==> src/common/abe_consts.vh <==
// constants for the and / bit set-clear execution block
`ifndef ABE_CONSTS_VH
`define ABE_CONSTS_VH
`define ABE_OP_LIT_AND    4'hE
`define ABE_OP_FILE_AND   6'h05
`define ABE_OP_BIT_CLEAR  4'h4
`define ABE_OP_BIT_SET    4'h5
`define ABE_OP4_MSB       11
`define ABE_OP4_LSB       8
`define ABE_OP6_LSB       6
`define ABE_DEST_BIT      5
`define ABE_BIT_MSB       7
`define ABE_BIT_LSB       5
`define ABE_ADDR_MSB      4
`define ABE_ADDR_LSB      0
`define ABE_LIT_MSB       7
`define ABE_LIT_LSB       0
`define ABE_ACC_RESET     8'h00
`define ABE_ZERO_RESET    1'b0
`define ABE_WDATA_RESET   8'h00
`define ABE_ADDR_RESET    5'h00
`endif

==> src/abe_bit_mask.v <==
// one-hot bit mask from a three-bit index
`timescale 1ns/1ns
module abe_bit_mask (
  // index in, mask out
  input  wire [2:0] bit_index_i,
  output wire [7:0] bit_mask_o
);
  genvar g;
  generate
    for (g = 0; g < 8; g = g + 1) begin : g_mask
      // a genvar cannot be part-selected, so compare at full width
      localparam [31:0] IDX = g;
      assign bit_mask_o[g] = ({29'h0000000, bit_index_i} == IDX);
    end
  endgenerate
endmodule // abe_bit_mask

==> src/abe_exec.v <==
// decode and execution of literal and, file and, bit clear and bit set
// Functional notes
// [RL1] literal and: acc and literal, zero flag
// [RL2] file and: acc and file, zero flag
// [RL3] file and destination: 0 acc, 1 file
// [RL4] bit clear: indexed bit cleared, flags unchanged
// [RL5] bit set: indexed bit set, flags unchanged
// [RL6] bit ops keep the other seven bits
`timescale 1ns/1ns
`include "abe_consts.vh"
module abe_exec (
  // clock and reset
  input  wire        CLK_I,
  input  wire        RST_B_I,
  // instruction in
  input  wire        INSTR_VALID_I,
  input  wire [11:0] INSTR_I,
  // file read data for the address in INSTR_I bits 4:0
  input  wire [7:0]  FILE_RDATA_I,
  // file register write
  output reg  [4:0]  FILE_ADDR_O,
  output reg  [7:0]  FILE_WDATA_O,
  output reg         FILE_WE_O,
  // accumulator and zero flag
  output reg  [7:0]  ACC_O,
  output reg         ZERO_O,
  output reg         ZERO_WE_O
);
  // read address is combinational so the file answers in the same cycle
  wire [3:0] op4       = INSTR_I[`ABE_OP4_MSB:`ABE_OP4_LSB];
  wire [5:0] op6       = INSTR_I[`ABE_OP4_MSB:`ABE_OP6_LSB];
  wire [7:0] literal   = INSTR_I[`ABE_LIT_MSB:`ABE_LIT_LSB];
  wire [2:0] bit_index = INSTR_I[`ABE_BIT_MSB:`ABE_BIT_LSB];
  wire [4:0] file_addr = INSTR_I[`ABE_ADDR_MSB:`ABE_ADDR_LSB];
  wire       dest_file = INSTR_I[`ABE_DEST_BIT];
  wire [7:0] bit_mask;

  abe_bit_mask u_mask (
    .bit_index_i (bit_index),
    .bit_mask_o  (bit_mask)
  );

  wire is_lit_and = INSTR_VALID_I && (op4 == `ABE_OP_LIT_AND);
  wire is_f_and   = INSTR_VALID_I && (op6 == `ABE_OP_FILE_AND);
  wire is_bclr    = INSTR_VALID_I && (op4 == `ABE_OP_BIT_CLEAR);
  wire is_bset    = INSTR_VALID_I && (op4 == `ABE_OP_BIT_SET);

  wire [7:0] lit_result  = ACC_O & literal;         // [RL1]
  // a pending write lands in the file only at the next edge, after this read;
  // forward it so back-to-back operations on one register see the new byte
  wire       fwd_hit     = FILE_WE_O && (FILE_ADDR_O == file_addr);
  wire [7:0] file_data   = fwd_hit ? FILE_WDATA_O : FILE_RDATA_I;
  wire [7:0] file_result = ACC_O & file_data;       // [RL2]
  // whole byte is read and written back, only the mask bit moves
  wire [7:0] clr_result  = file_data & ~bit_mask;   // [RL4] [RL6]
  wire [7:0] set_result  = file_data | bit_mask;    // [RL5] [RL6]

  reg [7:0] acc_next;
  reg       zero_next;
  reg       zero_we_next;
  reg       file_we_next;
  reg [7:0] file_wdata_next;

  always @* begin
    acc_next        = ACC_O;
    zero_next       = ZERO_O;
    zero_we_next    = 1'b0;
    file_we_next    = 1'b0;
    file_wdata_next = FILE_WDATA_O;
    if (is_lit_and) begin
      acc_next     = lit_result;            // [RL1]
      zero_next    = (lit_result == 8'h00); // [RL1]
      zero_we_next = 1'b1;
    end else if (is_f_and) begin
      zero_next    = (file_result == 8'h00); // [RL2]
      zero_we_next = 1'b1;
      if (dest_file) begin
        file_we_next    = 1'b1;              // [RL3]
        file_wdata_next = file_result;
      end else begin
        acc_next = file_result;              // [RL3]
      end
    end else if (is_bclr) begin
      file_we_next    = 1'b1;                // [RL4]
      file_wdata_next = clr_result;
    end else if (is_bset) begin
      file_we_next    = 1'b1;                // [RL5]
      file_wdata_next = set_result;
    end
  end

  // results are registered, so each write reaches the ports one edge after the decode and lands in the file one edge later
  always @(posedge CLK_I or negedge RST_B_I) begin
    if (!RST_B_I) begin
      ACC_O        <= `ABE_ACC_RESET;
      ZERO_O       <= `ABE_ZERO_RESET;
      ZERO_WE_O    <= 1'b0;
      FILE_WE_O    <= 1'b0;
      FILE_WDATA_O <= `ABE_WDATA_RESET;
      FILE_ADDR_O  <= `ABE_ADDR_RESET;
    end else begin
      ACC_O        <= acc_next;
      ZERO_O       <= zero_next;
      ZERO_WE_O    <= zero_we_next;
      FILE_WE_O    <= file_we_next;
      FILE_WDATA_O <= file_wdata_next;
      FILE_ADDR_O  <= file_addr;
    end
  end
endmodule // abe_exec

==> config.mk <==
export PLATFORM = sky130hd
export DESIGN_NAME = abe_exec
export DESIGN_NICKNAME = d
export VERILOG_FILES = /design/src/abe_bit_mask.v /design/src/abe_exec.v
export VERILOG_INCLUDE_DIRS = /design/src /design/src/common
export SDC_FILE = /design/constraint.sdc
export NUM_CORES = 1
export LEC_CHECK = 0
export BUFFER_PORTS_ARGS = -buffer_cell sky130_fd_sc_hd__buf_4
export CAP_MARGIN = 10
export CORE_MARGIN = 2
export CORE_UTILIZATION = 25
export CTS_BUF_LIST = sky130_fd_sc_hd__clkbuf_8
export DETAILED_ROUTE_END_ITERATION = 10
export SLEW_MARGIN = 20
export SYNTH_ARGS = -nofsm -noshare
export SYNTH_HDL_FRONTEND = slang
export SYNTH_HIERARCHICAL = 1
export SYNTH_SLANG_ARGS = --single-unit
==> constraint.sdc <==
create_clock -name CLK_I -period 5.92 [get_ports CLK_I]
set_input_delay 0.296 -clock CLK_I [delete_from_list [all_inputs] [get_ports CLK_I]]
set_output_delay 0.296 -clock CLK_I [all_outputs]
set_load 0.05 [all_outputs]
; Word level (Yosys, flattened, before mapping)
; Index checks and enable logic that the tools add are counted.
; W data, S select, Z words.
[totals]
reg_bits = 24
latch_bits = 0
mem_bits_rw = 0
mem_bits_ro = 0
output_inout_bits = 24
memories = 0
[op_classes]
add_sub_neg = 0
n_mul = 0
n_div = 0
magnitude_cmp = 0
eq_ne = 14
shifts = 0
mux = 17
bitwise = 6
reduce_logical = 12
[ops]
columns = operator, n
row1 = $mux W8, 8
row2 = $and A8 B8 Y8, 3
row3 = $logic_not A8 Y1, 2
row4 = $eq A3 B3 Y1 const B, 4
row5 = $mux W1, 9
row6 = $eq A4 B3 Y1 const B, 2
row7 = $not A8 Y8, 1
row8 = $or A8 B8 Y8, 1
row9 = $eq A3 B2 Y1 const B, 2
row10 = $eq A6 B3 Y1 const B, 1
row11 = $eq A5 B5 Y1, 1
row12 = $logic_and A1 B1 Y1, 5
row13 = $eq A4 B4 Y1 const B, 1
row14 = $eq A3 B1 Y1 const B, 1
row15 = $logic_not A3 Y1, 1
row16 = $reduce_and A3 Y1, 1
row17 = $reduce_bool A3 Y1, 1
row18 = $ne A2 B1 Y1 const B, 1
row19 = $ne A2 B2 Y1 const B, 1
row20 = $reduce_and A2 Y1, 1
row21 = $reduce_bool A2 Y1, 1
row22 = $not A1 Y1, 1

; Depth between registers and ports, before layout
; Gate-level depths: netlist (run 1).
[depth]
word_depth = 7
ltp_mapped = 9
mapped_depth_nobuf = 7

; Hierarchy
; Netlist (run 1), hierarchy kept.
[by_module_without_submodules]
columns = mod, instances, cells_each, area_per_inst_um2, seq_area_each_um2
row1 = abe_exec, 1, 141, 1312.5, 600.6
row2 = abe_bit_mask, 1, 8, 65.1, 0.0

; Worst setup path before layout (run 1)
; No wires, ideal clock.
[synth_path]
path_kind = flip-flop to flip-flop
startpoint = register FILE_ADDR_O[3]
endpoint = register ZERO_O
arrival_time_ps = 2183
t_required_ps = 5856
path_slack_ps = 3672
stages_incl_launch_ff = 8
n_path_buf = 1
synth_period_minus_slack_ps = 2248
path_cell_list = dfrtp_1 > xor2_1 > nor4_1 > and3_1 > buf_6 > mux2_2 > a222oi_1 > a21o_1
[synth_via]
elab_chain_cells = 7
[synth_lines]
columns = element, line_no
row1 = "start, declared", abe_exec.v:21  ; output reg [4:0] FILE_ADDR_O,
row2 = "start signal, assigned", abe_exec.v:100  ; FILE_ADDR_O <= `ABE_ADDR_RESET;
row3 = "start signal, assigned", abe_exec.v:107  ; FILE_ADDR_O <= file_addr;
row4 = $eq A5 B5 Y1, abe_exec.v:51  ; wire fwd_hit = FILE_WE_O && (FILE_ADDR_O == file_addr);
row5 = $logic_and A1 B1 Y1, abe_exec.v:51
row6 = $mux W8, abe_exec.v:52  ; wire [7:0] file_data = fwd_hit ? FILE_WDATA_O : FILE_RDATA_I;
row7 = $and A8 B8 Y8, abe_exec.v:53  ; wire [7:0] file_result = ACC_O & file_data;
row8 = $logic_not A8 Y1, abe_exec.v:75  ; zero_next = (file_result == 8'h00);
row9 = $mux W1, abe_exec.v:74  ; end else if (is_f_and) begin
row10 = $mux W1, abe_exec.v:70  ; if (is_lit_and) begin
row11 = "end signal, assigned", abe_exec.v:96  ; ZERO_O <= `ABE_ZERO_RESET;
row12 = "end signal, assigned", abe_exec.v:103  ; ZERO_O <= zero_next;
row13 = "end, declared", abe_exec.v:26  ; output reg ZERO_O,
; No other way between the ends. The select of a mux whose other input is x is not followed.
; A chain may end at the register's enable or synchronous reset.

; Final worst setup path (run 1)
; Ends and elaborated chain as after synthesis.

==> metrics, run 1 <==
outcome complete, no violations; Die Wd 78.23 um; max-slew violations 0; Net Sw Frac 0.3563; drt first-iter violations 80; TritonCTS clock tree built; initial antenna violation count 0; critical path peak fanout 11; min Tclk post-route 2.387 ns; Post-CTS Setup Repair Bufs 0; post-DP HPWL 2886 um; first-pass GRT wire length 6513 um; highest clock rate 418.9 MHz; final setup TNS 0 ns; DR WL/cell 15.12 um; Combinational Power Share 0.309; die area 6120 um^2; Area Overhead vs Synth 33.88%; Hold Startpoint INSTR_I[3]; Vias/cell 5.000; Final ANT Viol Nets 0; sequential-to-total area share from yosys stat 0.4360; reg2reg start FILE_ADDR_O[3]; Placer Congestion 0.7926; Mapped Avg Cell Area 9.245 um^2; Int Power 284.7 uW; area of the multi-input gates 735.7 um^2; Hold Crit Endpoint FILE_ADDR_O[3]; overall routing resource usage 0.1343; clk sinks 24; Fin. Hold Viols 0; core area 5405 um^2; Worst Tran Pin Value 0.9569 ns; cell area after layout 1844 um^2; worst path required time 6.13 ns; CP peak stage delay 0.56 ns; Yosys reg bits 24; CP startpoint kind flip-flop; Post-Syn Instances 149; relative slew slack 0.3586; clk root buf clkbuf_8; CP Buf/Inv Count 0; Die H 78.23 um; share of cells above drive strength 1 0.3472; via count 1325; ranking of synthesized cells by area dfrtp_1, a21oi_1, mux2_2; top-area cell type share of the netlist area 0.4360; Setup crit end kind flip-flop; fin nets 217; largest net degree at the start of global routing 25; critical path cell sequence xor2_1 > nor4_1 > and3_1 > mux2_2 > a2111oi_2 > a21o_1; most frequent cells in the layout buf_4, dfrtp_1, a21oi_1; grt ovf 0; clock network power share 0.255; Reg area 600.6 um^2; Final Cycle Share 0.4033; critical path arrival 2.60 ns; H-tree depth 1; cell family with most CP delay simple AND/OR/NAND/NOR gates; Final Skew 0.003884 ns; placed cell areas 1779 um^2; number of clock buffers inserted by TritonCTS 3; RSZ-0062 raised after global routing no; setup violators final 0; Worst Setup Slack post-DPL 3.468 ns; overall routed net length 4006 um; R2R cell count 6; Resize count post-CTS 0; Worst VDD drop 0.00008991 V; Rows 27; # diodes 0; switching pwr 157.6 uW; number of port buffers 46; CTS hold repair buffers 1; Residual DRC 0; pwr dens 239.8 nW/um^2; Layout fillers 569; setup slack after layout 3.533 ns; vias in the first global route 1291; Hold Slack 0.1620 ns; Synthesis Warnings 6; post-synth cell types 34; area leader, netlist dfrtp_1; DR pass1 iterations 4; Syn Std Cell Area 1378 um^2; slack of the worst reg-to-reg path 3.53 ns; crit path kind flip-flop to flip-flop; commonest non-fill, non-tap cell in the layout buf_4; Crit-path slowest cell and3_1; Max-Cap Viols 0; Hold Crit Depth 1; number of I/O pins 47; Sequential Power Share 0.436; capturing point of the worst reg2reg path ZERO_O; worst min path class input port to flip-flop; Worst-Skew Late Latency 0.27 ns; Initial Util 0.2549; Mapped Nets 172; Clock Path Buffers 2; Pleak 0.0008071 uW; clk slew on worst S/H paths 0.09 ns
-- cell usage after synthesis --
library cell,count
xnor2_1,1
nor4_1,1
mux2i_1,3
dfrtp_1,24
or2_2,1
nor3b_1,3
nand3b_1,1
a22oi_1,4
a31oi_1,6
a21boi_0,1
and3_1,1
nand2_1,5
xor2_1,4
nor2_1,17
a21o_1,1
and3_2,1
nor2b_1,2
a222oi_1,1
inv_1,1
buf_6,1
clkbuf_1,6
mux2_2,8
nand3_1,1
or3b_4,1
o21ai_0,17
or3_4,1
a21oi_1,18
a221oi_1,2
clkinv_1,1
nor3_1,8
and3b_2,3
nand4_1,2
a2111oi_2,1
nor3_2,1
-- layout make-up --
type,instances,share of cell area
Clock buffer,4,0.02985
Inverter,2,0.004071
Multi-Input combinational cell,116,0.3989
Sequential cell,24,0.3256
Tap cell,72,0.04885
Timing Repair Buffer,47,0.1927
-- per-layer routing --
layer	share of wire	up-vias	GRT usage
li1	-	642	-
met1	0.48	619	0.1937
met2	0.44	60	0.2043
met3	0.073	4	0.02644
met4	0.0080	0	0.03684
met5	0	-	0
-- per-stage QoR --
| step | instances | total power (uW) | util |
|---|---|---|---|
| global route | 265 | 463.8 | 0.3412 |
| global placement | 260 | 333.5 | 0.3292 |
| floorplan | 149 | 278.0 | - |
| detailed placement | 260 | 333.4 | 0.3292 |
| CTS | 265 | 447.7 | 0.3412 |
| finish | 265 | 442.3 | 0.3412 |
-- sequential cells by signal (all words and copies together), names as in the netlist --
name          count
ZERO_O            1
ACC_O             8
FILE_WDATA_O      8
FILE_WE_O         1
FILE_ADDR_O       5
ZERO_WE_O         1
-- power groups by stage --
stage / registers, uW / clock network (uW) / logic [uW]
finish: 193 / 113 / 136
detailed placement: 196 / 0 / 137
global placement: 197 / 0 / 137
global route: 196 / 123 / 145
CTS: 193 / 117 / 138
floorplan: 249 / 0 / 28.6
-- how the worst max path moves through the flow --
stage                   start  endpoint  slack [ns]  depth (start not counted)
2_1_floorplan  FILE_ADDR_O[3]    ZERO_O        3.67                          7
3_3_place_gp       INSTR_I[3]    ZERO_O        3.56                          7
3_5_place_dp       INSTR_I[3]    ZERO_O        3.47                          7
4_1_cts        FILE_ADDR_O[3]    ZERO_O        3.52                          6
5_1_grt        FILE_ADDR_O[3]    ZERO_O        3.36                          6
6_report       FILE_ADDR_O[3]    ZERO_O        3.53                          6
-- cells by family after synthesis --
group	after synthesis	share of synthesized area
compound gates	51	0.2180
xor+xnor	5	0.03179
buf+inv	9	0.02997
flops	24	0.4360
mux	11	0.08720
simple gates	49	0.1971
Note: power is estimated with default switching activity, not from simulation.
==> run 2: changes to the inputs <==
==> constraint.sdc (replaced) <==
create_clock -name CLK_I -period 2.5 [get_ports CLK_I]
set_input_delay 0.125 -clock CLK_I [delete_from_list [all_inputs] [get_ports CLK_I]]
set_output_delay 0.125 -clock CLK_I [all_outputs]
set_load 0.05 [all_outputs]
==> run 2 against run 1 <==
  * Cell count grew 0.75%
  * Flip-flop and latch count is the same
  * Global-route usage grew 0.65 points
  * Register-to-register slack lost 3.2 ns
  * Highest routed layer unchanged
  * Largest cell class unchanged
  * Design area grew 0.61%
  * Non-clock buffer count grew 3
==> metrics, run 2 (synthesis results as in run 1) <==
Worst VDD drop 0.0001900 V; via count 1391; pwr dens 542.9 nW/um^2; core area 5405 um^2; placed cell areas 1794 um^2; # diodes 0; Residual DRC 0; Final Skew 0.004357 ns; die area 6120 um^2; Final Util 0.3433; grt ovf 0; largest net degree at the start of global routing 25; Pleak 0.0008150 uW; Crit-path slowest cell dlygate4sd3_1; number of port buffers 46; Area Overhead vs Synth 34.70%; Max-Cap Viols 0; Rows 27; most frequent cells in the layout buf_4, dfrtp_1, a21oi_1; H-tree depth 1; initial antenna violation count 0; CP Buf/Inv Count 2; overall routed net length 4108 um; Worst-Skew Late Latency 0.26 ns; area of the multi-input gates 735.7 um^2; Highest Signal Layer met4; share of cells above drive strength 1 0.3487; CP peak stage delay 0.53 ns; Reg area 600.6 um^2; Post-CTS Setup Repair Bufs 0; Final ANT Viol Nets 0; DR pass1 iterations 4; Resize count post-CTS 0; worst path required time 2.70 ns; critical path arrival 2.50 ns; Setup crit end kind flip-flop; Initial Util 0.2549; worst min path class input port to flip-flop; commonest non-fill, non-tap cell in the layout buf_4; final setup TNS 0 ns; cell area after layout 1856 um^2; clk slew on worst S/H paths 0.08 ns; critical path cell sequence dlygate4sd3_1 > buf_4 > xor2_1 > nor4_1 > and3_1 > mux2_2 > a2111oi_2 > a21o_1; Fin. Hold Viols 0; max-slew violations 0; clk sinks 24; critical path peak fanout 5; clk root buf clkbuf_8; highest clock rate 435.9 MHz; DR WL/cell 15.39 um; metal1 wirelength 1901 um; fin nets 220; CP startpoint kind input port; relative slew slack 0.5634; vias in the first global route 1419; Die Wd 78.23 um; cell family with most CP delay buffers and inverters; post-DP HPWL 3061 um; min Tclk post-route 2.294 ns; setup violators final 0; routed wl met3 246 um; Hold Slack 0.002217 ns; TritonCTS clock tree built; outcome complete, no violations; Die H 78.23 um; overall routing resource usage 0.1407; number of clock buffers inserted by TritonCTS 3; Clock Path Buffers 2; first-pass GRT wire length 6975 um; Regs by FF count ACC_O: 8 flops, FILE_WDATA_O: 8 flops, FILE_ADDR_O: 5 flops; drt first-iter violations 122; Placer Congestion 0.8286; number of I/O pins 47; Worst Tran Pin Value 0.6535 ns; RSZ-0062 raised after global routing no; met2 wire len 1917 um; Final Cycle Share 0.9177; Layout fillers 592; crit path kind input port to flip-flop; Vias/cell 5.210
run 2: stage by stage:
| step | cells | worst slack [ns] | total power (uW) |
|---|---|---|---|
| 4_1_cts | 267 | 0.1971 | 1018 |
| 6_report | 267 | 0.2057 | 1007 |
| 5_1_grt | 267 | 0.07783 | 1053 |
| 2_1_floorplan | 149 | 0.2525 | 658.2 |
| 3_3_place_gp | 262 | 0.4674 | 790.6 |
| 3_5_place_dp | 262 | 0.3542 | 792.4 |
run 2: metal layers:
metal / vias to the layer above / global-route usage
met5: - / 0
met4: 0 / 0.04211
met3: 6 / 0.02644
met2: 59 / 0.2224
met1: 678 / 0.1957
li1: 648 / -
run 2: final timing paths:
path	startpoint	endpoint	slack, ns	cells after the start
min in group asynchronous	RST_B_I	FILE_WDATA_O[1]	0.30	2
setup / recovery	INSTR_I[2]	ZERO_O	0.21	8
hold reg to reg	FILE_WDATA_O[4]	FILE_WDATA_O[4]	0.57	2
hold / removal	INSTR_I[1]	FILE_ADDR_O[1]	0.002	1
max in group asynchronous	RST_B_I	ACC_O[1]	1.97	2
setup reg to reg	FILE_ADDR_O[3]	ZERO_O	0.35	6
run 2: repair_timing:
action | in CTS | in global routing
setup endpoints to repair | 0 | 0
endpoints found under the hold margin | 25 | 0
hold buffers | 2 | 0
run 2: final cells by class:
type | instances | area share
Timing Repair Buffer | 50 | 0.2050
Multi-Input combinational cell | 116 | 0.3965
Tap cell | 72 | 0.04855
Inverter | 2 | 0.004046
Sequential cell | 24 | 0.3237
Clock buffer | 3 | 0.02225
run 2: worst reg2reg max path, stage by stage, from the launching register on:
cell,delay (ns)
dfrtp_1,0.39
xor2_1,0.14
nor4_1,0.27
and3_1,0.33
mux2_2,0.42
a2111oi_2,0.38
a21o_1,0.16
run 2: power by group:
group	internal [uW]	switching [uW]	total, uW	leakage [uW]
Clock	108	115	222	0.0000216
Sequential	425	33.9	459	0.000297
Combinational	110	217	326	0.000496
==> run 3: changes to the inputs <==
--- a/config.mk
+++ b/config.mk
@@ -12,6 +12,7 @@
 export CORE_UTILIZATION = 25
 export CTS_BUF_LIST = sky130_fd_sc_hd__clkbuf_8
 export DETAILED_ROUTE_END_ITERATION = 10
+export MAX_ROUTING_LAYER = met4
 export SLEW_MARGIN = 20
 export SYNTH_ARGS = -nofsm -noshare
 export SYNTH_HDL_FRONTEND = slang
==> run 3 against run 2 <==
  * Core utilization is the same
  * Via count decreased by 0.93%
  * Highest routed layer unchanged
  * Sequential share of layout area stayed put
  * Clock power hardly changed
  * Global-route usage increased by 0.44 points
==> metrics, run 3 (synthesis results as in run 1) <==
outcome complete, no violations; slack of the worst reg-to-reg path 0.35 ns; placed cell areas 1794 um^2; via count 1378; Worst-Skew Late Latency 0.26 ns; RSZ-0062 raised after global routing no; Die Wd 78.23 um; Rows 27; largest net degree at the start of global routing 25; TritonCTS clock tree built; clk root buf clkbuf_8; Inst Count DP 262; clk sinks 24; relative slew slack 0.5610; commonest non-fill, non-tap cell in the layout buf_4; Final ANT Viol Nets 0; Regs by FF count ACC_O: 8 flops, FILE_WDATA_O: 8 flops, FILE_ADDR_O: 5 flops; critical path peak fanout 5; grt ovf 0; cell area after layout 1856 um^2; die area 6120 um^2; Pleak 0.0008150 uW; R2R cell count 6; number of port buffers 46; Max-Cap Viols 0; min Tclk post-route 2.294 ns; core area 5405 um^2; DR WL/cell 15.40 um; H-tree depth 1; Hold Crit Depth 1; Residual DRC 0; Setup crit end kind flip-flop; fin nets 220; Placer Congestion 0.8412; initial antenna violation count 0; overall routing resource usage 0.1451; pwr dens 542.5 nW/um^2; Final Cycle Share 0.9174; clk slew on worst S/H paths 0.08 ns; final setup TNS 0 ns; Die H 78.23 um; setup violators final 0; max-slew violations 0; Vias/cell 5.161; most frequent cells in the layout buf_4, dfrtp_1, a21oi_1; drt first-iter violations 139; PnR Total Power 1007 uW; Fin. Hold Viols 0; # diodes 0; worst path required time 2.70 ns; critical path arrival 2.49 ns; highest clock rate 436.0 MHz; overall routed net length 4112 um; worst min path class input port to flip-flop; Initial Util 0.2549; final cell count without fillers 267; Final Skew 0.005612 ns; Clock Path Buffers 2; share of cells above drive strength 1 0.3487; Worst VDD drop 0.0001886 V; CP startpoint kind input port; post-DP HPWL 3061 um; DR pass1 iterations 4; number of I/O pins 47; crit path kind input port to flip-flop; Final Util 0.3433; vias in the first global route 1418; Area Overhead vs Synth 34.70%; first-pass GRT wire length 6982 um; Worst Tran Pin Value 0.6572 ns; number of clock buffers inserted by TritonCTS 3
[run 3: cell counts in the layout (fill, tap and decap cells not counted)]
Identical to the previous run, type by type.
[run 3: timing repair]
action / CTS / global route
buffers inserted: 0 / 0
hold endpoints to repair: 25 / 0
hold buffers: 2 / 0
resized for setup: 0 / 0
[run 3: where the power goes]
part | internal [uW] | leakage [uW] | switching (uW) | total [uW]
clock network | 108 | 0.0000216 | 114 | 222
logic | 110 | 0.000496 | 216 | 326
registers | 425 | 0.000297 | 33.9 | 459
total | 642 | 0.000815 | 364 | 1010
[run 3: worst paths after layout]
path,from,end
min in group asynchronous,RST_B_I,FILE_WDATA_O[1]
max in group asynchronous,RST_B_I,ZERO_O
max,INSTR_I[2],ZERO_O
min,INSTR_I[1],FILE_ADDR_O[1]
min reg2reg,FILE_WDATA_O[4],FILE_WDATA_O[4]
max reg2reg,FILE_ADDR_O[3],ZERO_O
[run 3: area by class of cell]
class | count | area (um^2)
Sequential cell | 24 | 600.6
Timing Repair Buffer | 50 | 380.4
Tap cell | 72 | 90.09
Multi-Input combinational cell | 116 | 735.7
Inverter | 2 | 7.507
Fill cell | 592 | 3550
Clock buffer | 3 | 41.29
[run 3: metrics by stage]
stage	setup slack [ns]	hold slack, ns
floorplan	0.2525	-0.1706
global placement	0.4674	0.04658
detailed placement	0.3542	0.04499
finish	0.2065	0.002856
global route	0.07783	0.001789
CTS	0.1971	0.0003681
[run 3: critical path, stage by stage]
cell	delay (ns)
dlygate4sd3_1	0.53
buf_4	0.15
xor2_1	0.16
nor4_1	0.23
and3_1	0.33
mux2_2	0.41
a2111oi_2	0.38
a21o_1	0.16
[run 3: routing by layer]
metal	global-route usage	wire length, um	part of all wire
met1	0.1986	1861	0.45
met2	0.2207	1922	0.47
met3	0.02644	289	0.070
met4	0.04211	38	0.0092
met5	-	0	0
